==> src/verilog/uart_regs_consts.svh <==
`ifndef UART_REGS_CONSTS_SVH
`define UART_REGS_CONSTS_SVH
// Operation
// - status bit0 low while enabled interrupt pending
// - bits 1-3 code highest pending source
// - enhanced mode bit4 shows transmitter not full
// - enhanced mode bit5 shows receiver holds data
// - bits 6-7 read ones when FIFOs enabled
// - format bits 1:0 select 5-8 data bits
// - format bit2 selects 1, 1.5 or 2 stops
// - format bit3 enables parity, bit4 even/odd
// - format bit5 forces parity to inverse bit4
// - format bit6 holds serial output low
// - format bit7 maps divisor and feature register
// - control bits 0,1 drive ready pins inverted
// - reset output ORs soft reset when enhanced
// - control bit3 enables interrupt pin drive
// - loopback isolates pins, routes modem from control
// - loopback ring and carrier from bits 2,3 uninverted
// - control bit7 stops baud generator when enhanced
// - line status bit0 shows received data waiting
// - full receive FIFO sets overrun, drops character
// - parity and framing flags follow head character
// - full-frame low sets break, one character loaded
// - holding-empty sets on FIFO empty, clears on write
// - transmitter-empty needs FIFO and shifter empty
// - source priority fixed, status read clears holding-empty when current
// - enhanced features only with enable bit5 set
`define OFS_DATA      3'h0
`define OFS_IRQ_EN    3'h1
`define OFS_IRQ_STAT  3'h2
`define OFS_LINE_FMT  3'h3
`define OFS_MODEM_CTL 3'h4
`define OFS_LINE_STAT 3'h5
`define OFS_MODEM_STA 3'h6
`define OFS_SCRATCH   3'h7
`define RST_BYTE      8'h00
`define RST_DIV       16'h0001
`define FMT_PAR_EN    3
`define FMT_EVEN      4
`define FMT_STICK     5
`define FMT_BREAK     6
`define FMT_DLAB      7
`define MC_DTR        0
`define MC_RTS        1
`define MC_SOFTRST    2
`define MC_IRQ_DRV    3
`define MC_LOOP       4
`define MC_PDOWN      7
`define IE_RDA        0
`define IE_THRE       1
`define IE_RLS        2
`define IE_MSI        3
`define IE_ENH        5
`define FC_EN         0
`define FC_RXCLR      1
`define FC_TXCLR      2
`define TK_BIT_END    6'h0F
`define TK_HALF       6'h07
`define TK_STOP1      6'h0F
`define TK_STOP15     6'h17
`define TK_STOP2      6'h1F
`define RX_TMO_TICKS  10'h280
`define IID_RLS       3'h3
`define IID_RDA       3'h2
`define IID_TMO       3'h6
`define IID_THRE      3'h1
`define IID_MSI       3'h0
`endif

==> src/verilog/uart_regs_pkg.sv <==
package uart_regs_pkg;
  // one received character with its error flags
  typedef struct packed {
    logic       brk;
    logic       frm;
    logic       par;
    logic [7:0] data;
  } rxWord_t;

  typedef enum logic [2:0] {TX_IDLE, TX_START, TX_DATA, TX_PAR, TX_STOP} txState_t;
  typedef enum logic [2:0] {RX_IDLE, RX_START, RX_DATA, RX_PAR, RX_STOP, RX_BRKWAIT} rxState_t;
endpackage

==> src/verilog/uart_line_modem_status_regs.sv <==
`timescale 1ns/1ps
`include "uart_regs_consts.svh"

// synchronous FIFO, optionally limited to one entry
module uart_fifo #(
  parameter int W = 8,
  parameter int D = 16
) (
  // clock and reset
  input  wire logic                 clk_sys,
  input  wire logic                 resetn,
  // control
  input  wire logic                 clear,
  input  wire logic                 oneDeep,
  // fill side
  input  wire logic                 inValid,
  input  wire logic [W-1:0]         inData,
  output      logic                 inReady,
  // drain side
  output      logic                 outValid,
  output      logic [W-1:0]         outData,
  input  wire logic                 outReady,
  output      logic [$clog2(D+1)-1:0] count
);
  localparam int AW = $clog2(D);
  logic [W-1:0]  mem [D];
  logic [AW-1:0] wrPtr_q;
  logic [AW-1:0] rdPtr_q;
  logic          push;
  logic          pop;

  // handshakes
  assign inReady  = oneDeep ? (count == '0) : (count != D[$clog2(D+1)-1:0]);
  assign outValid = (count != '0);
  assign outData  = mem[rdPtr_q];
  assign push     = inValid && inReady;
  assign pop      = outValid && outReady;

  // pointers and fill count
  always_ff @(posedge clk_sys) begin
    if (!resetn || clear) begin
      wrPtr_q <= '0;
      rdPtr_q <= '0;
      count   <= '0;
    end else begin
      if (push) wrPtr_q <= wrPtr_q + 1'b1;
      if (pop) rdPtr_q <= rdPtr_q + 1'b1;
      if (push && !pop) count <= count + 1'b1;
      else if (pop && !push) count <= count - 1'b1;
    end
  end

  // storage
  always_ff @(posedge clk_sys) begin
    if (push) mem[wrPtr_q] <= inData;
  end
endmodule

module uart_line_modem_status_regs (
  // clock and reset
  input  wire logic       clk_sys,
  input  wire logic       resetn,
  // host register port
  input  wire logic [2:0] addr,
  input  wire logic       chipSel_n,
  input  wire logic       rdStb_n,
  input  wire logic       wrStb_n,
  input  wire logic [7:0] wrData,
  output      logic [7:0] rdData,
  output      logic       rdDataOe_n,
  // serial line
  input  wire logic       serialIn,
  output      logic       serialOut,
  // modem handshake
  input  wire logic       clrToSend_n,
  input  wire logic       dataSetReady_n,
  input  wire logic       bellIndicateIn_n,
  input  wire logic       carrierDetectIn_n,
  output      logic       termReady_n,
  output      logic       reqToSend_n,
  // interrupt and buffered reset
  output      logic       irqOut,
  output      logic       irqOe_n,
  output      logic       rstOut
);
  logic [7:0] irqEn_q, lineFmt_q, modemCtl_q, scratch_q, featReg_q;
  logic [15:0] div_q;
  logic [15:0] baudCnt_q;
  logic fifoEn_q;
  logic [1:0] rxTrig_q;
  logic rdPrev_q, wrPrev_q;
  logic rdEvt, wrEvt, dlab, loop, enh, pdown, tick;
  logic [7:0] rdMux;
  logic [2:0] iid;
  logic anyIrq;

  // character length mask
  function automatic logic [7:0] dataMask(input logic [1:0] len);
    return 8'hFF >> (2'd3 - len);
  endfunction

  // parity bit for a character under the given format
  function automatic logic parBit(input logic [7:0] d, input logic [7:0] fmt);
    logic [7:0] m;
    m = d & dataMask(fmt[1:0]);
    if (fmt[`FMT_STICK]) return ~fmt[`FMT_EVEN];
    return fmt[`FMT_EVEN] ? ^m : ~^m;
  endfunction

  // one access per strobe falling edge
  always_ff @(posedge clk_sys) begin
    if (!resetn) begin
      rdPrev_q <= 1'b1;
      wrPrev_q <= 1'b1;
    end else begin
      rdPrev_q <= chipSel_n | rdStb_n;
      wrPrev_q <= chipSel_n | wrStb_n;
    end
  end
  assign rdEvt = !(chipSel_n | rdStb_n) && rdPrev_q;
  assign wrEvt = !(chipSel_n | wrStb_n) && wrPrev_q;
  assign dlab  = lineFmt_q[`FMT_DLAB];
  assign loop  = modemCtl_q[`MC_LOOP];
  assign enh   = irqEn_q[`IE_ENH];
  assign pdown = enh && modemCtl_q[`MC_PDOWN];

  logic wrData0, wrIe, wrFc, wrFeat;
  assign wrData0 = wrEvt && addr == `OFS_DATA && !dlab;
  assign wrIe    = wrEvt && addr == `OFS_IRQ_EN && !dlab;
  assign wrFc    = wrEvt && addr == `OFS_IRQ_STAT && !dlab;
  assign wrFeat  = wrEvt && addr == `OFS_IRQ_STAT && dlab;

  // control registers
  always_ff @(posedge clk_sys) begin
    if (!resetn) begin
      irqEn_q    <= `RST_BYTE;
      lineFmt_q  <= `RST_BYTE;
      modemCtl_q <= `RST_BYTE;
      scratch_q  <= `RST_BYTE;
      featReg_q  <= `RST_BYTE;
      div_q      <= `RST_DIV;
      fifoEn_q   <= 1'b0;
      rxTrig_q   <= 2'b00;
    end else if (wrEvt) begin
      case (addr)
        `OFS_DATA:      if (dlab) div_q[7:0] <= wrData;
        `OFS_IRQ_EN:    if (dlab) div_q[15:8] <= wrData;
                        else irqEn_q <= wrData & 8'h2F;
        `OFS_IRQ_STAT:  if (dlab) featReg_q <= wrData;
                        else begin
                          fifoEn_q <= wrData[`FC_EN];
                          if (wrData[`FC_EN]) rxTrig_q <= wrData[7:6];
                        end
        `OFS_LINE_FMT:  lineFmt_q <= wrData;
        `OFS_MODEM_CTL: modemCtl_q <= wrData & 8'h9F;
        `OFS_SCRATCH:   scratch_q <= wrData;
        default:        ;
      endcase
    end
  end

  // baud generator, 16 ticks per bit, halted in power down
  always_ff @(posedge clk_sys) begin
    if (!resetn) baudCnt_q <= `RST_DIV;
    else if (!pdown) baudCnt_q <= (baudCnt_q <= 16'h0001) ? div_q : baudCnt_q - 16'h0001;
  end
  assign tick = !pdown && baudCnt_q <= 16'h0001;

  // fifos
  uart_regs_pkg::rxWord_t rxHead, rxWordNew;
  logic txInReady, txValid, txPop, rxInReady, rxValid, rxPop, rxPush;
  logic [7:0] txData;
  logic [4:0] txCount, rxCount;
  logic fcClrRx, fcClrTx;
  assign fcClrRx = wrFc && (wrData[`FC_RXCLR] || wrData[`FC_EN] != fifoEn_q);
  assign fcClrTx = wrFc && (wrData[`FC_TXCLR] || wrData[`FC_EN] != fifoEn_q);
  assign rxPop   = rdEvt && addr == `OFS_DATA && !dlab;

  uart_fifo #(.W(8), .D(16)) txFifo (
    .clk_sys(clk_sys), .resetn(resetn), .clear(fcClrTx), .oneDeep(!fifoEn_q),
    .inValid(wrData0), .inData(wrData), .inReady(txInReady),
    .outValid(txValid), .outData(txData), .outReady(txPop), .count(txCount)
  );
  uart_fifo #(.W(11), .D(16)) rxFifo (
    .clk_sys(clk_sys), .resetn(resetn), .clear(fcClrRx), .oneDeep(!fifoEn_q),
    .inValid(rxPush), .inData(rxWordNew), .inReady(rxInReady),
    .outValid(rxValid), .outData(rxHead), .outReady(rxPop), .count(rxCount)
  );

  // transmitter
  uart_regs_pkg::txState_t txSt_q;
  logic [5:0] txTk_q;
  logic [2:0] txIdx_q;
  logic [7:0] txSh_q;
  logic txLine;
  logic [5:0] stopEnd;
  logic [2:0] lastIdx;
  assign lastIdx = 3'd4 + {1'b0, lineFmt_q[1:0]};
  assign stopEnd = !lineFmt_q[2] ? `TK_STOP1 :
                   (lineFmt_q[1:0] == 2'b00) ? `TK_STOP15 : `TK_STOP2;
  assign txPop   = (txSt_q == uart_regs_pkg::TX_IDLE) && txValid;
  always_ff @(posedge clk_sys) begin
    if (!resetn) begin
      txSt_q  <= uart_regs_pkg::TX_IDLE;
      txTk_q  <= 6'h00;
      txIdx_q <= 3'h0;
      txSh_q  <= 8'h00;
    end else if (txPop) begin
      txSt_q <= uart_regs_pkg::TX_START;
      txSh_q <= txData;
      txTk_q <= 6'h00;
    end else if (tick && txSt_q != uart_regs_pkg::TX_IDLE) begin
      txTk_q <= txTk_q + 6'h01;
      case (txSt_q)
        uart_regs_pkg::TX_START: if (txTk_q == `TK_BIT_END) begin
          txSt_q <= uart_regs_pkg::TX_DATA;
          txIdx_q <= 3'h0;
          txTk_q <= 6'h00;
        end
        uart_regs_pkg::TX_DATA: if (txTk_q == `TK_BIT_END) begin
          txTk_q <= 6'h00;
          txIdx_q <= txIdx_q + 3'h1;
          if (txIdx_q == lastIdx)
            txSt_q <= lineFmt_q[`FMT_PAR_EN] ? uart_regs_pkg::TX_PAR
                                             : uart_regs_pkg::TX_STOP;
        end
        uart_regs_pkg::TX_PAR: if (txTk_q == `TK_BIT_END) begin
          txSt_q <= uart_regs_pkg::TX_STOP;
          txTk_q <= 6'h00;
        end
        uart_regs_pkg::TX_STOP: if (txTk_q == stopEnd) txSt_q <= uart_regs_pkg::TX_IDLE;
        default: txSt_q <= uart_regs_pkg::TX_IDLE;
      endcase
    end
  end
  always_comb begin
    case (txSt_q)
      uart_regs_pkg::TX_START: txLine = 1'b0;
      uart_regs_pkg::TX_DATA:  txLine = txSh_q[txIdx_q];
      uart_regs_pkg::TX_PAR:   txLine = parBit(txSh_q, lineFmt_q);
      default:                 txLine = 1'b1;
    endcase
  end

  // serial pins; break forces low, loopback parks the pin at mark
  logic txInt;
  assign txInt = txLine && !lineFmt_q[`FMT_BREAK];
  always_ff @(posedge clk_sys) begin
    if (!resetn) serialOut <= 1'b1;
    else serialOut <= loop ? 1'b1 : txInt;
  end

  // receiver
  uart_regs_pkg::rxState_t rxSt_q;
  logic [5:0] rxTk_q;
  logic [2:0] rxIdx_q;
  logic [7:0] rxSh_q;
  logic rxPar_q, rxIn, rxDone, overrun_q, fifoErr_q;
  logic [9:0] tmo_q;
  assign rxIn = loop ? txInt : serialIn;
  assign rxDone = tick && rxSt_q == uart_regs_pkg::RX_STOP && rxTk_q == `TK_BIT_END;
  always_comb begin
    rxWordNew.data = rxSh_q;
    rxWordNew.frm  = !rxIn;
    rxWordNew.par  = lineFmt_q[`FMT_PAR_EN] && (rxPar_q != parBit(rxSh_q, lineFmt_q));
    rxWordNew.brk  = !rxIn && rxSh_q == 8'h00 &&
                     !(lineFmt_q[`FMT_PAR_EN] && rxPar_q);
  end
  assign rxPush = rxDone && rxInReady;
  always_ff @(posedge clk_sys) begin
    if (!resetn) begin
      rxSt_q  <= uart_regs_pkg::RX_IDLE;
      rxTk_q  <= 6'h00;
      rxIdx_q <= 3'h0;
      rxSh_q  <= 8'h00;
      rxPar_q <= 1'b0;
    end else if (rxSt_q == uart_regs_pkg::RX_IDLE) begin
      if (!rxIn) begin
        rxSt_q <= uart_regs_pkg::RX_START;
        rxTk_q <= 6'h00;
      end
    end else if (rxSt_q == uart_regs_pkg::RX_BRKWAIT) begin
      if (rxIn) rxSt_q <= uart_regs_pkg::RX_IDLE;
    end else if (tick) begin
      rxTk_q <= rxTk_q + 6'h01;
      case (rxSt_q)
        uart_regs_pkg::RX_START: if (rxTk_q == `TK_HALF) begin
          rxSt_q  <= rxIn ? uart_regs_pkg::RX_IDLE : uart_regs_pkg::RX_DATA;
          rxTk_q  <= 6'h00;
          rxIdx_q <= 3'h0;
          rxSh_q  <= 8'h00;
        end
        uart_regs_pkg::RX_DATA: if (rxTk_q == `TK_BIT_END) begin
          rxTk_q <= 6'h00;
          rxSh_q[rxIdx_q] <= rxIn;
          rxIdx_q <= rxIdx_q + 3'h1;
          if (rxIdx_q == lastIdx)
            rxSt_q <= lineFmt_q[`FMT_PAR_EN] ? uart_regs_pkg::RX_PAR
                                             : uart_regs_pkg::RX_STOP;
        end
        uart_regs_pkg::RX_PAR: if (rxTk_q == `TK_BIT_END) begin
          rxTk_q <= 6'h00;
          rxPar_q <= rxIn;
          rxSt_q <= uart_regs_pkg::RX_STOP;
        end
        uart_regs_pkg::RX_STOP: if (rxTk_q == `TK_BIT_END) begin
          rxSt_q <= rxWordNew.brk ? uart_regs_pkg::RX_BRKWAIT : uart_regs_pkg::RX_IDLE;
          rxPar_q <= 1'b0;
        end
        default: rxSt_q <= uart_regs_pkg::RX_IDLE;
      endcase
    end
  end

  // overrun and FIFO error flags: set beats the read clear
  logic rdLineSt;
  assign rdLineSt = rdEvt && addr == `OFS_LINE_STAT;
  always_ff @(posedge clk_sys) begin
    if (!resetn) begin
      overrun_q <= 1'b0;
      fifoErr_q <= 1'b0;
    end else begin
      overrun_q <= (rxDone && !rxInReady) || (overrun_q && !rdLineSt);
      fifoErr_q <= (rxPush && fifoEn_q && (rxWordNew.par || rxWordNew.frm || rxWordNew.brk))
                   || (fifoErr_q && !rdLineSt);
    end
  end

  // receive timeout: idle ticks with data waiting
  always_ff @(posedge clk_sys) begin
    if (!resetn || rxPush || rxPop || !rxValid) tmo_q <= 10'h000;
    else if (tick && tmo_q != `RX_TMO_TICKS) tmo_q <= tmo_q + 10'h001;
  end

  // line status
  logic thre, temt;
  logic [7:0] lineSt;
  assign thre = !txValid;
  assign temt = thre && txSt_q == uart_regs_pkg::TX_IDLE;
  assign lineSt = {fifoErr_q, temt, thre, rxValid && rxHead.brk,
                   rxValid && rxHead.frm, rxValid && rxHead.par,
                   overrun_q, rxValid};

  // modem status with loopback routing
  logic [3:0] mdm, mdmPrev_q, delta_q;
  logic mdmArm_q, rdModem;
  assign rdModem = rdEvt && addr == `OFS_MODEM_STA;
  assign mdm = loop ? {modemCtl_q[3], modemCtl_q[2], modemCtl_q[0], modemCtl_q[1]}
                    : {!carrierDetectIn_n, !bellIndicateIn_n, !dataSetReady_n, !clrToSend_n};
  always_ff @(posedge clk_sys) begin
    if (!resetn) begin
      mdmPrev_q <= 4'h0;
      delta_q   <= 4'h0;
      mdmArm_q  <= 1'b0;
    end else begin
      mdmArm_q  <= 1'b1;
      mdmPrev_q <= mdm;
      delta_q   <= (mdmArm_q ? {mdm[3] ^ mdmPrev_q[3], !mdm[2] && mdmPrev_q[2],
                                mdm[1:0] ^ mdmPrev_q[1:0]} : 4'h0)
                   | (rdModem ? 4'h0 : delta_q);
    end
  end

  // interrupt sources in priority order
  logic threPend_q, rlsI, rdaI, tmoI, thrI, msiI, rdIrqSt;
  logic [4:0] trigLvl;
  always_comb begin
    case (rxTrig_q)
      2'b00:   trigLvl = 5'd1;
      2'b01:   trigLvl = 5'd4;
      2'b10:   trigLvl = 5'd8;
      default: trigLvl = 5'd14;
    endcase
  end
  assign rlsI = irqEn_q[`IE_RLS] && |lineSt[4:1];
  assign rdaI = irqEn_q[`IE_RDA] && (fifoEn_q ? rxCount >= trigLvl : rxValid);
  assign tmoI = irqEn_q[`IE_RDA] && fifoEn_q && tmo_q == `RX_TMO_TICKS;
  assign thrI = irqEn_q[`IE_THRE] && threPend_q;
  assign msiI = irqEn_q[`IE_MSI] && |delta_q;
  assign anyIrq = rlsI || rdaI || tmoI || thrI || msiI;
  always_comb begin
    if (rlsI) iid = `IID_RLS;
    else if (rdaI) iid = `IID_RDA;
    else if (tmoI) iid = `IID_TMO;
    else if (thrI) iid = `IID_THRE;
    else iid = `IID_MSI;
  end
  assign rdIrqSt = rdEvt && addr == `OFS_IRQ_STAT && !dlab;

  // holding-empty interrupt pending; read of status clears it when current
  logic threPrev_q;
  always_ff @(posedge clk_sys) begin
    if (!resetn) begin
      threPrev_q <= 1'b1;
      threPend_q <= 1'b0;
    end else begin
      threPrev_q <= thre;
      threPend_q <= (thre && !threPrev_q) ||
                    (wrIe && wrData[`IE_THRE] && !irqEn_q[`IE_THRE] && thre) ||
                    (threPend_q && !wrData0 &&
                     !(rdIrqSt && !rlsI && !rdaI && !tmoI && thrI));
    end
  end

  // interrupt status byte
  logic [7:0] irqSt;
  assign irqSt = {{2{fifoEn_q}},
                  enh && rxValid,
                  enh && txInReady,
                  anyIrq ? iid : 3'h0, !anyIrq};

  // read mux
  always_comb begin
    case (addr)
      `OFS_DATA:      rdMux = dlab ? div_q[7:0] : rxHead.data;
      `OFS_IRQ_EN:    rdMux = dlab ? div_q[15:8] : irqEn_q;
      `OFS_IRQ_STAT:  rdMux = dlab ? featReg_q : irqSt;
      `OFS_LINE_FMT:  rdMux = lineFmt_q;
      `OFS_MODEM_CTL: rdMux = modemCtl_q;
      `OFS_LINE_STAT: rdMux = lineSt;
      `OFS_MODEM_STA: rdMux = {mdm, delta_q};
      default:        rdMux = scratch_q;
    endcase
  end

  // read data captured on the strobe edge, driven from the next cycle while strobe held
  always_ff @(posedge clk_sys) begin
    if (!resetn) rdData <= `RST_BYTE;
    else if (rdEvt) rdData <= rdMux;
  end
  assign rdDataOe_n = chipSel_n | rdStb_n | rdEvt;

  // modem and interrupt outputs
  always_ff @(posedge clk_sys) begin
    if (!resetn) begin
      termReady_n <= 1'b1;
      reqToSend_n <= 1'b1;
      irqOut      <= 1'b0;
      irqOe_n     <= 1'b1;
    end else begin
      termReady_n <= loop || !modemCtl_q[`MC_DTR];
      reqToSend_n <= loop || !modemCtl_q[`MC_RTS];
      irqOut      <= anyIrq;
      irqOe_n     <= loop || !modemCtl_q[`MC_IRQ_DRV];
    end
  end

  // buffered reset: hardware reset, plus soft reset in enhanced mode
  assign rstOut = !resetn || (enh && modemCtl_q[`MC_SOFTRST]);
endmodule

==> config.mk <==
export PLATFORM = sky130hd
export DESIGN_NAME = uart_line_modem_status_regs
export DESIGN_NICKNAME = d
export VERILOG_FILES = /design/src/verilog/uart_regs_pkg.sv /design/src/verilog/uart_line_modem_status_regs.sv
export VERILOG_INCLUDE_DIRS = /design/src /design/src/verilog
export SDC_FILE = /design/constraint.sdc
export NUM_CORES = 1
export LEC_CHECK = 0
export BUFFER_PORTS_ARGS = -buffer_cell sky130_fd_sc_hd__buf_2
export CORE_UTILIZATION = 38
export DETAILED_ROUTE_END_ITERATION = 10
export HOLD_SLACK_MARGIN = 0.03
export PLACE_DENSITY = 0.57
export REMOVE_ABC_BUFFERS = 1
export SYNTH_ARGS = -nofsm -noshare
export SYNTH_HDL_FRONTEND = slang
export SYNTH_HIERARCHICAL = 1
export SYNTH_SLANG_ARGS = --single-unit
export TNS_END_PERCENT = 10
==> constraint.sdc <==
create_clock -name clk_sys -period 3.5 [get_ports clk_sys]
set_input_delay 0.7 -clock clk_sys [delete_from_list [all_inputs] [get_ports clk_sys]]
set_output_delay 0.7 -clock clk_sys [all_outputs]
set_load 0.1 [all_outputs]
---- Yosys cells after proc, flatten, opt, wreduce, memory -nomap -nowiden ----
Memories as Yosys holds them, arrays and structs flattened. A register that Yosys moved wholly into a read port is not among the register bits.
Cells that the tools add are included.
cells by class
  reduce and logical (&&, ||, !) cells .... 166
  $lt $le $gt $ge ......................... 5
  bitwise gates (word level) .............. 14
  shift operators ......................... 1
  add/subtract/negate cells ............... 16
  equality and inequality tests ........... 52
  mux-type cells .......................... 87
operator list
  kind                   number
  $mux W3                25
  $logic_and A1 B1 Y1    67
  $pmux W8 S7            1
  $mux W6                8
  $mux W8                5
  $logic_not A1 Y1       33
  $mux W5                5
  $mux W4                6
  $pmux W3 S4            2
  $reduce_and A6 Y1      4
  $mux W1                23
  $eq A3 B3 Y1 const B   7
  $logic_or A1 B1 Y1     21
  $ne A2 B2 Y1 const B   10
  $eq A3 B2 Y1 const B   6
  $reduce_and A3 Y1      6
  $add A4 B1 Y4 const B  4
  $and A8 B8 Y8          2
  $le A16 B1 Y1 const B  1
  $mux W16               1
  $ne A4 B4 Y1 const B   4
  $pmux W8 S2            1
  $reduce_xnor A8 Y1     2
  $reduce_xor A8 Y1      2
  55 further kinds       95
storage, ports and cells
  logic and storage cells ................. 384
  bits in registers ....................... 167
  bits of input ports ..................... 21
  output and inout bits ................... 15
  memories ................................ 2
  bits in writable memories ............... 304
memory list
  memory      depth  width  read ports  clocked after memory_dff  wr ports  line                               source
  rxFifo.mem  16     11     1           1                         1         uart_line_modem_status_regs.sv:26  logic [W-1:0] mem [D];
  txFifo.mem  16     8      1           1                         1         uart_line_modem_status_regs.sv:26

---- Longest topological paths before layout ----
Gate-level depths: netlist (run 1).
  word-level depth ........................ 18
  gate-level depth with buffers ........... 19
  mapped depth without buffers ............ 18

---- Cells and area by module ----
The synthesis (run 1) kept the hierarchy.
modules (own cells, without submodules)
  module                       area an instance (µm²)  cells each  times used  seq. area each (µm²)
  uart_line_modem_status_regs  8,050.2                 1,023       1           2,982.9
  uart_fifo at rxFifo          7,588.5                 384         1           5,625.4
  uart_fifo at txFifo          5,803.1                 311         1           4,184.0

---- Least setup slack after synthesis (run 1) ----
OpenSTA, ideal clock, no wires.
  kind .................................... register to register
  from .................................... register baudCnt_q[4]
  to ...................................... register rxFifo.count[4]
  stages on the path, launching flop included .. 18
  path buffers ............................ 1
  required time ........................... 3.443 ns
  setup slack ............................. -0.026 ns
  clock period less this slack ............ 3.526 ns
  library setup time ...................... 0.057 ns
  arrival time ............................ 3.469 ns
  cell sequence ........................... dfxtp_1 -> nor4_4 -> nand4b_1 -> nand4bb_1 -> nand2b_1 -> buf_2 -> nor4_2 -> and2_1 -> inv_1 -> a211o_1 -> inv_1 -> ha_1 -> inv_1 -> ha_1 -> a21oi_1 -> a211o_1 -> a211oi_1 -> a31o_2
on the way
  longest elaborated chain between the ends .. 9
  elaborated cells between the ends (all ways) .. 11
  classes of those cells .................. 1 x order compare; 1 x mux; 9 x reduce/logical
ends and longest elaborated chain
  item                               line                                source
  start: declaration                 uart_line_modem_status_regs.sv:88   logic [15:0] baudCnt_q;
  start signal: assignment           uart_line_modem_status_regs.sv:164  if (!resetn) baudCnt_q <= `RST_DIV;
  start signal: assignment           uart_line_modem_status_regs.sv:165  else if (!pdown) baudCnt_q <= (baudCnt_q <= 16'h0001) ? div_q : baudCnt_q - 16'h0001;
  $le A16 B1 Y1 (*)                  uart_line_modem_status_regs.sv:167  assign tick = !pdown && baudCnt_q <= 16'h0001;
  $logic_and A1 B1 Y1 (*)            uart_line_modem_status_regs.sv:167
  $logic_and A1 B1 Y1 (*)            uart_line_modem_status_regs.sv:261  assign rxDone = tick && rxSt_q == uart_regs_pkg::RX_STOP && rxTk_q == `TK_BIT_END;
  $logic_and A1 B1 Y1 (no line) (*)  -
  $logic_and A1 B1 Y1 (*)            uart_line_modem_status_regs.sv:269  assign rxPush = rxDone && rxInReady;
  net rxPush                         uart_line_modem_status_regs.sv:171  logic txInReady, txValid, txPop, rxInReady, rxValid, rxPop, rxPush;
  $logic_and A1 B1 Y1 (*)            uart_line_modem_status_regs.sv:36   assign push = inValid && inReady;
  net rxFifo.push                    uart_line_modem_status_regs.sv:29   logic push;
  $logic_not A1 Y1                   uart_line_modem_status_regs.sv:49   else if (pop && !push) count <= count - 1'b1;
  $logic_and A1 B1 Y1                uart_line_modem_status_regs.sv:49
  $reduce_bool A2 Y1 (no line)       -
  end signal: assignment             uart_line_modem_status_regs.sv:48   if (push && !pop) count <= count + 1'b1;
  end signal: assignment             uart_line_modem_status_regs.sv:49
  end: declaration                   uart_line_modem_status_regs.sv:23   output logic [$clog2(D+1)-1:0] count
Mark *: on every way through the listed nets, which the timed path passes. The rest lies on a longest branch.
A chain may end at the register's enable or synchronous reset.

---- Final worst setup path (run 1) ----
  from .................................... register baudCnt_q[0]
  to ...................................... register rxFifo.count[4]
Same word-level chain as after synthesis.

==> impl_metrics.env, run 1 <==
export IMPL_outcome="complete, no violations"
export IMPL_rows=86
export IMPL_critPathLaunchType="flip-flop"
export IMPL_p_int_uw=9940
export IMPL_grt_usage=0.188
export IMPL_p_clk_frac=0.391
export IMPL_pwr_density_cell_nw_per_um2=547
export IMPL_die_w_um=240
export IMPL_end_kind="flip-flop"
export IMPL_syn_mean_instance_area_um2=12.5
export IMPL_leakagePower_uw=0.00824
export IMPL_ys_ff_latch=487
export IMPL_post_place_ws_ns=-0.0310
export IMPL_hold_slack_ns=0.341
export IMPL_hp_class="in -> reg"
export IMPL_report_final_slew_viol_count=0
export IMPL_ant_nets=0
export IMPL_cts_tree="done"
export IMPL_slew_headroom=0.315
export IMPL_final_cell_mix="304 x edfxtp_1, 178 x dfxtp_1, 164 x nand2_1, 164 x nor2_1, 94 x buf_4"
export IMPL_place_hpwl_um=36000
export IMPL_gp_congestion=0.896
export IMPL_grt_first_pass_wirelength_um=82400
export IMPL_dieArea_um2=57400
export IMPL_rsz0062_at_grt="yes"
export IMPL_placed_area_um2=22900
export IMPL_timing_fmax_mhz=300
export IMPL_clockBufferDepth=3
export IMPL_wl_um=53200
export IMPL_layout_min_cycle_time_ns=3.33
export IMPL_maxCapViolations=0
export IMPL_insertedDiodeCount=0
export IMPL_clkTransAtPathRegs_ns=0.06
export IMPL_drc=0
export IMPL_multi_input_area_um2=8150
export IMPL_swShare=0.262
export IMPL_min_period_over_period=0.951
export IMPL_cp_max_fo=5
export IMPL_total_power_uw=13500
export IMPL_antenna_found_initial=3
export IMPL_synth_edf_count=304
export IMPL_synthCells=1718
export IMPL_worst_pin_slew_ns=1.02
export IMPL_port_buffer_count=35
export IMPL_clk_latency_ns=0.59
export IMPL_peakVddDrop_v=0.000413
export IMPL_cts_buffers=51
export IMPL_grt_max_degree=75
export IMPL_skew_ns=0.0201
export IMPL_cts_sinks=487
export IMPL_pwr_share_comb=0.137
export IMPL_synth_cell_types=86
export IMPL_design_core_area_um2=55400
export IMPL_fin_tns_setup_ns=0
export IMPL_routedWlPerCell_um=20.5
export IMPL_firstDrtPassIters=5
export IMPL_cts_root_buf="clkbuf_16"
export IMPL_async_flop_share=0
export IMPL_yosysSeqAreaShare=0.597
export IMPL_htreeDepth=2
export IMPL_vias_per_cell=5.41
export IMPL_synth_flop_cell="edfxtp_1"
export IMPL_switchingPower_uw=3520
export IMPL_required_ns=4.03
export IMPL_vias=14100
export IMPL_final_common_cell="edfxtp_1"
export IMPL_layout_setup_ws_ns=0.171
export IMPL_first_iter_violations=1177
export IMPL_stdcell_area_um2=24600
export IMPL_grt_ovfl_total=0
export IMPL_syn2layout_area_growth_pct=14.7
export IMPL_finalSetupViolations=0
export IMPL_critPathKind="reg -> reg"
export IMPL_cp_arrival_ns=3.86
export IMPL_final_seq_area_um2=12800
export IMPL_die_h_um=240
export IMPL_syn_cell_area_um2=21400
export IMPL_num_io_pins=36
export IMPL_hold_viol=0
export IMPL_drive_gt1_frac=0.181
export IMPL_layout_nets=1867
export IMPL_start_util=0.387
export IMPL_yosys_warnings=6
export IMPL_seq_power_share=0.472
export IMPL_grt_pass1_vias=13800
export IMPL_fillers=5042
==> metal layers <==
layer / GRT usage / vias up / routed length [µm]
met4: 0.0589 / 6 / 1430
met5: 0 / - / 32
li1: - / 6622 / -
met3: 0.0271 / 95 / 2370
met1: 0.258 / 6988 / 24200
met2: 0.306 / 342 / 25200
==> cell usage after synthesis (8+ instances only) <==
cell,count,area share
and3_1,8,0.0023
o22ai_1,8,0.0023
and2_1,51,0.015
ha_1,32,0.019
a21oi_1,85,0.020
xnor2_1,21,0.0086
nand2b_1,14,0.0041
nand3_1,53,0.012
nor3_1,27,0.0063
inv_1,46,0.0081
clkbuf_1,66,0.012
nor2_1,164,0.029
xor2_1,24,0.0098
a22oi_1,47,0.016
buf_2,12,0.0028
a221oi_1,8,0.0033
mux2i_1,62,0.029
a31oi_1,9,0.0026
edfxtp_1,304,0.43
mux4_2,78,0.082
o21ai_0,61,0.014
nor2b_1,9,0.0026
o211ai_1,16,0.0056
nand2_1,164,0.029
or3_1,11,0.0032
dfxtp_1,183,0.17
==> state kept, by name, indices dropped and copies added, names as in the netlist, 10 cells and up, named ones only <==
| signal | count |
|---|---|
| div_q | 16 |
| tmo_q | 10 |
| baudCnt_q | 16 |
| rxFifo/mem | 176 |
| txFifo/mem | 128 |
==> worst max-delay path: stages, from the launching register on <==
cell and delay, ns:
dfxtp_2 0.34, inv_2 0.06, ha_2 0.17, nor2_1 0.05, nand4b_1 0.15, nand4bb_1 0.21, nand2b_4 0.18, nor4_4 0.12
buf_4 0.17, and2_4 0.15, inv_2 0.03, a211o_1 0.28, inv_1 0.07, ha_2 0.20, inv_4 0.07, ha_4 0.27
nand3_2 0.07, a211o_1 0.32, a211oi_2 0.22, a31o_2 0.12
==> worst paths after layout <==
path	depth (start not counted)	endpoint	slack (ns)	startpoint
max	19	rxFifo/count[4]	0.17	baudCnt_q[0]
max reg2reg	19	rxFifo/count[4]	0.17	baudCnt_q[0]
min reg2reg	2	baudCnt_q[10]	0.47	baudCnt_q[10]
min	3	rdPrev_q	0.34	rdStb_n
==> timing repair <==
item	in CTS	in global routing
hold buffers	0	0
gates cloned	0	0
setup endpoints to repair	1	3
resized for setup	2	17
setup buffers	0	2
pin swaps	0	10
==> final cells by class <==
cell class / count / area share
Sequential cell: 487 / 0.521
Multi-Input combinational cell: 1092 / 0.331
Clock buffer: 70 / 0.0569
Tap cell: 748 / 0.0381
Timing Repair Buffer: 131 / 0.0375
Clock inverter: 22 / 0.00814
Inverter: 49 / 0.00763
==> per-stage QoR <==
stage	util	instances
finish	0.444	2599
global route	0.444	2599
CTS	0.442	2597
detailed placement	0.413	2505
global placement	0.413	2505
floorplan	-	1628
==> cells by family after synthesis <==
family,share of synthesized area
simple gates,0.127
flops,0.597
compound gates,0.0962
mux,0.113
buf+inv,0.0265
xor+xnor,0.0202
fa+ha+maj,0.0205
==> power groups by stage <==
stage | sequential [µW] | combinational (µW) | clock (µW)
floorplan | 6510 | 1100 | 0
global placement | 6470 | 1780 | 0
detailed placement | 6470 | 1800 | 0
CTS | 6350 | 1810 | 5350
global route | 6380 | 2040 | 5600
finish | 6360 | 1840 | 5260
Note: power is estimated with default switching activity, not from simulation.
==> inputs of run 2 (changes only) <==
--- a/config.mk
+++ b/config.mk
@@ -10,8 +10,9 @@
 export CORE_UTILIZATION = 38
 export DETAILED_ROUTE_END_ITERATION = 10
 export HOLD_SLACK_MARGIN = 0.03
-export PLACE_DENSITY = 0.57
+export PLACE_DENSITY = 0.55
 export REMOVE_ABC_BUFFERS = 1
+export SLEW_MARGIN = 10
 export SYNTH_ARGS = -nofsm -noshare
 export SYNTH_HDL_FRONTEND = slang
 export SYNTH_HIERARCHICAL = 1
==> constraint.sdc (replaced) <==
create_clock -name clk_sys -period 3.8 [get_ports clk_sys]
set_input_delay 0.76 -clock clk_sys [delete_from_list [all_inputs] [get_ports clk_sys]]
set_output_delay 0.76 -clock clk_sys [all_outputs]
set_load 0.1 [all_outputs]
==> impl_metrics.env, run 2 (synthesized netlist as in run 1, its figures left out) <==
export IMPL_routedWlPerCell_um=20.7
export IMPL_skew_ns=0.0244
export IMPL_place_hpwl_um=35900
export IMPL_swShare=0.256
export IMPL_start_util=0.387
export IMPL_layout_nets=1839
export IMPL_dieArea_um2=57400
export IMPL_maxCapViolations=0
export IMPL_clockBufferDepth=3
export IMPL_vias=13900
export IMPL_num_io_pins=36
export IMPL_required_ns=4.25
export IMPL_worst_pin_slew_ns=0.984
export IMPL_cp_max_fo=5
export IMPL_insertedDiodeCount=0
export IMPL_grt_usage=0.189
export IMPL_cts_tree="done"
export IMPL_ant_nets=0
export IMPL_finalSetupViolations=0
export IMPL_p_int_uw=9430
export IMPL_grt_max_degree=74
export IMPL_layout_setup_ws_ns=0.302
export IMPL_fin_tns_setup_ns=0
export IMPL_largest_reg_flops=176
export IMPL_min_period_over_period=0.921
export IMPL_cts_root_buf="clkbuf_16"
export IMPL_end_kind="flip-flop"
export IMPL_cp_arrival_ns=3.95
export IMPL_fillers=5075
export IMPL_top_regs="rxFifo/mem: 176 flops, txFifo/mem: 128 flops"
export IMPL_ctsHoldBuffers=0
export IMPL_grt_pass1_vias=13800
export IMPL_design_core_area_um2=55400
export IMPL_slew_headroom=0.341
export IMPL_placed_area_um2=22700
export IMPL_pwr_density_cell_nw_per_um2=518
export IMPL_die_w_um=240
export IMPL_grt_ovfl_total=0
export IMPL_fin_util=0.442
export IMPL_switchingPower_uw=3250
export IMPL_outcome="complete, no violations"
export IMPL_dp_cells=2478
export IMPL_leakagePower_uw=0.00817
export IMPL_post_place_ws_ns=0.206
export IMPL_htreeDepth=2
export IMPL_stdcell_area_um2=24500
export IMPL_wl_um=53400
export IMPL_pwr_share_comb=0.127
export IMPL_layout_min_cycle_time_ns=3.50
export IMPL_hold_viol=0
export IMPL_top_register="rxFifo/mem"
export IMPL_hp_class="in -> reg"
export IMPL_port_buffer_count=35
export IMPL_vias_per_cell=5.41
export IMPL_clk_latency_ns=0.60
export IMPL_antenna_found_initial=3
export IMPL_peakVddDrop_v=0.000405
export IMPL_report_final_slew_viol_count=0
export IMPL_critPathLaunchType="flip-flop"
export IMPL_firstDrtPassIters=6
export IMPL_critPathKind="reg -> reg"
export IMPL_syn2layout_area_growth_pct=14.2
export IMPL_final_cell_mix="304 x edfxtp_1, 180 x dfxtp_1, 164 x nand2_1, 164 x nor2_1, 85 x a21oi_1"
export IMPL_die_h_um=240
export IMPL_seq_power_share=0.462
export IMPL_drive_gt1_frac=0.164
export IMPL_p_clk_frac=0.411
export IMPL_timing_fmax_mhz=286
export IMPL_first_iter_violations=825
export IMPL_rows=86
export IMPL_drc=0
export IMPL_cts_buffers=52
export IMPL_clkTransAtPathRegs_ns=0.06
export IMPL_grt_first_pass_wirelength_um=82700
export IMPL_final_common_cell="edfxtp_1"
export IMPL_gp_congestion=0.887
export IMPL_cts_sinks=487
export IMPL_rsz0062_at_grt="no"
export IMPL_instances_no_fill=2576
## run 2: changes by cell type in the layout (fill, tap and decap cells not counted), sizes merged
cell | before | now
buf | 131 | 102
bufinv | 3 | 8
clkbuf | 70 | 69
clkinv | 18 | 21
clkinvlp | 2 | 1
## run 2: layout make-up
cell class | instances | area [µm²] | share of cell area
sequential | 487 | 12800 | 0.523
multi-input combinational | 1092 | 8130 | 0.332
clock buffer | 69 | 1390 | 0.0566
tap | 748 | 936 | 0.0382
timing repair buffer | 102 | 678 | 0.0277
clock inverter | 29 | 373 | 0.0152
inverter | 49 | 185 | 0.00756
## run 2: power groups by stage
stage | registers, µW | logic, µW | clock network, µW
2_1_floorplan | 5990 | 1010 | 0
3_5_place_dp | 5970 | 1570 | 0
6_report | 5860 | 1610 | 5210
4_1_cts | 5860 | 1580 | 5340
5_1_grt | 5880 | 1790 | 5540
3_3_place_gp | 5960 | 1540 | 0
## run 2: worst paths after layout
path	slack [ns]	startpoint	depth (start not counted)	endpoint
min reg2reg	0.45	scratch_q[3]	2	scratch_q[3]
max reg2reg	0.30	baudCnt_q[0]	19	rxFifo/count[3]
max	0.30	baudCnt_q[0]	19	rxFifo/count[3]
min	0.37	wrStb_n	3	wrPrev_q
## run 2: what timing repair did
| item | in CTS | in global routing |
|---|---|---|
| setup endpoints to repair | 0 | 2 |
| resized for setup | 0 | 6 |
| buffers inserted | 0 | 0 |
## run 2: critical path, stage by stage (launching register included)
cell       delay (ns)
dfxtp_1          0.35
inv_1            0.08
ha_1             0.16
nor2_1           0.05
nand4b_1         0.15
nand4bb_4        0.24
nand2b_4         0.18
nor4_2           0.20
buf_4            0.18
and2_1           0.15
inv_1            0.07
a211o_1          0.25
inv_1            0.07
ha_1             0.19
inv_2            0.10
ha_1             0.28
a21o_1           0.18
a21oi_1          0.18
mux2i_1          0.20
o21ai_0          0.10
## run 2: stage by stage
stage          power, µW  hold slack, ns
2_1_floorplan       7000           0.371
3_3_place_gp        7510           0.442
6_report           12700           0.371
4_1_cts            12800           0.346
3_5_place_dp        7540           0.447
5_1_grt            13200           0.395
## run 2: per-layer routing
| layer | routed length [µm] | up-vias | global-route usage | share of wire |
|---|---|---|---|---|
| met1 | 24000 | 6922 | 0.253 | 0.45 |
| met3 | 2400 | 102 | 0.0289 | 0.045 |
| met5 | 41 | - | 0 | 0.00077 |
| met4 | 1520 | 6 | 0.0660 | 0.029 |
| li1 | - | 6567 | - | - |
| met2 | 25400 | 330 | 0.310 | 0.48 |
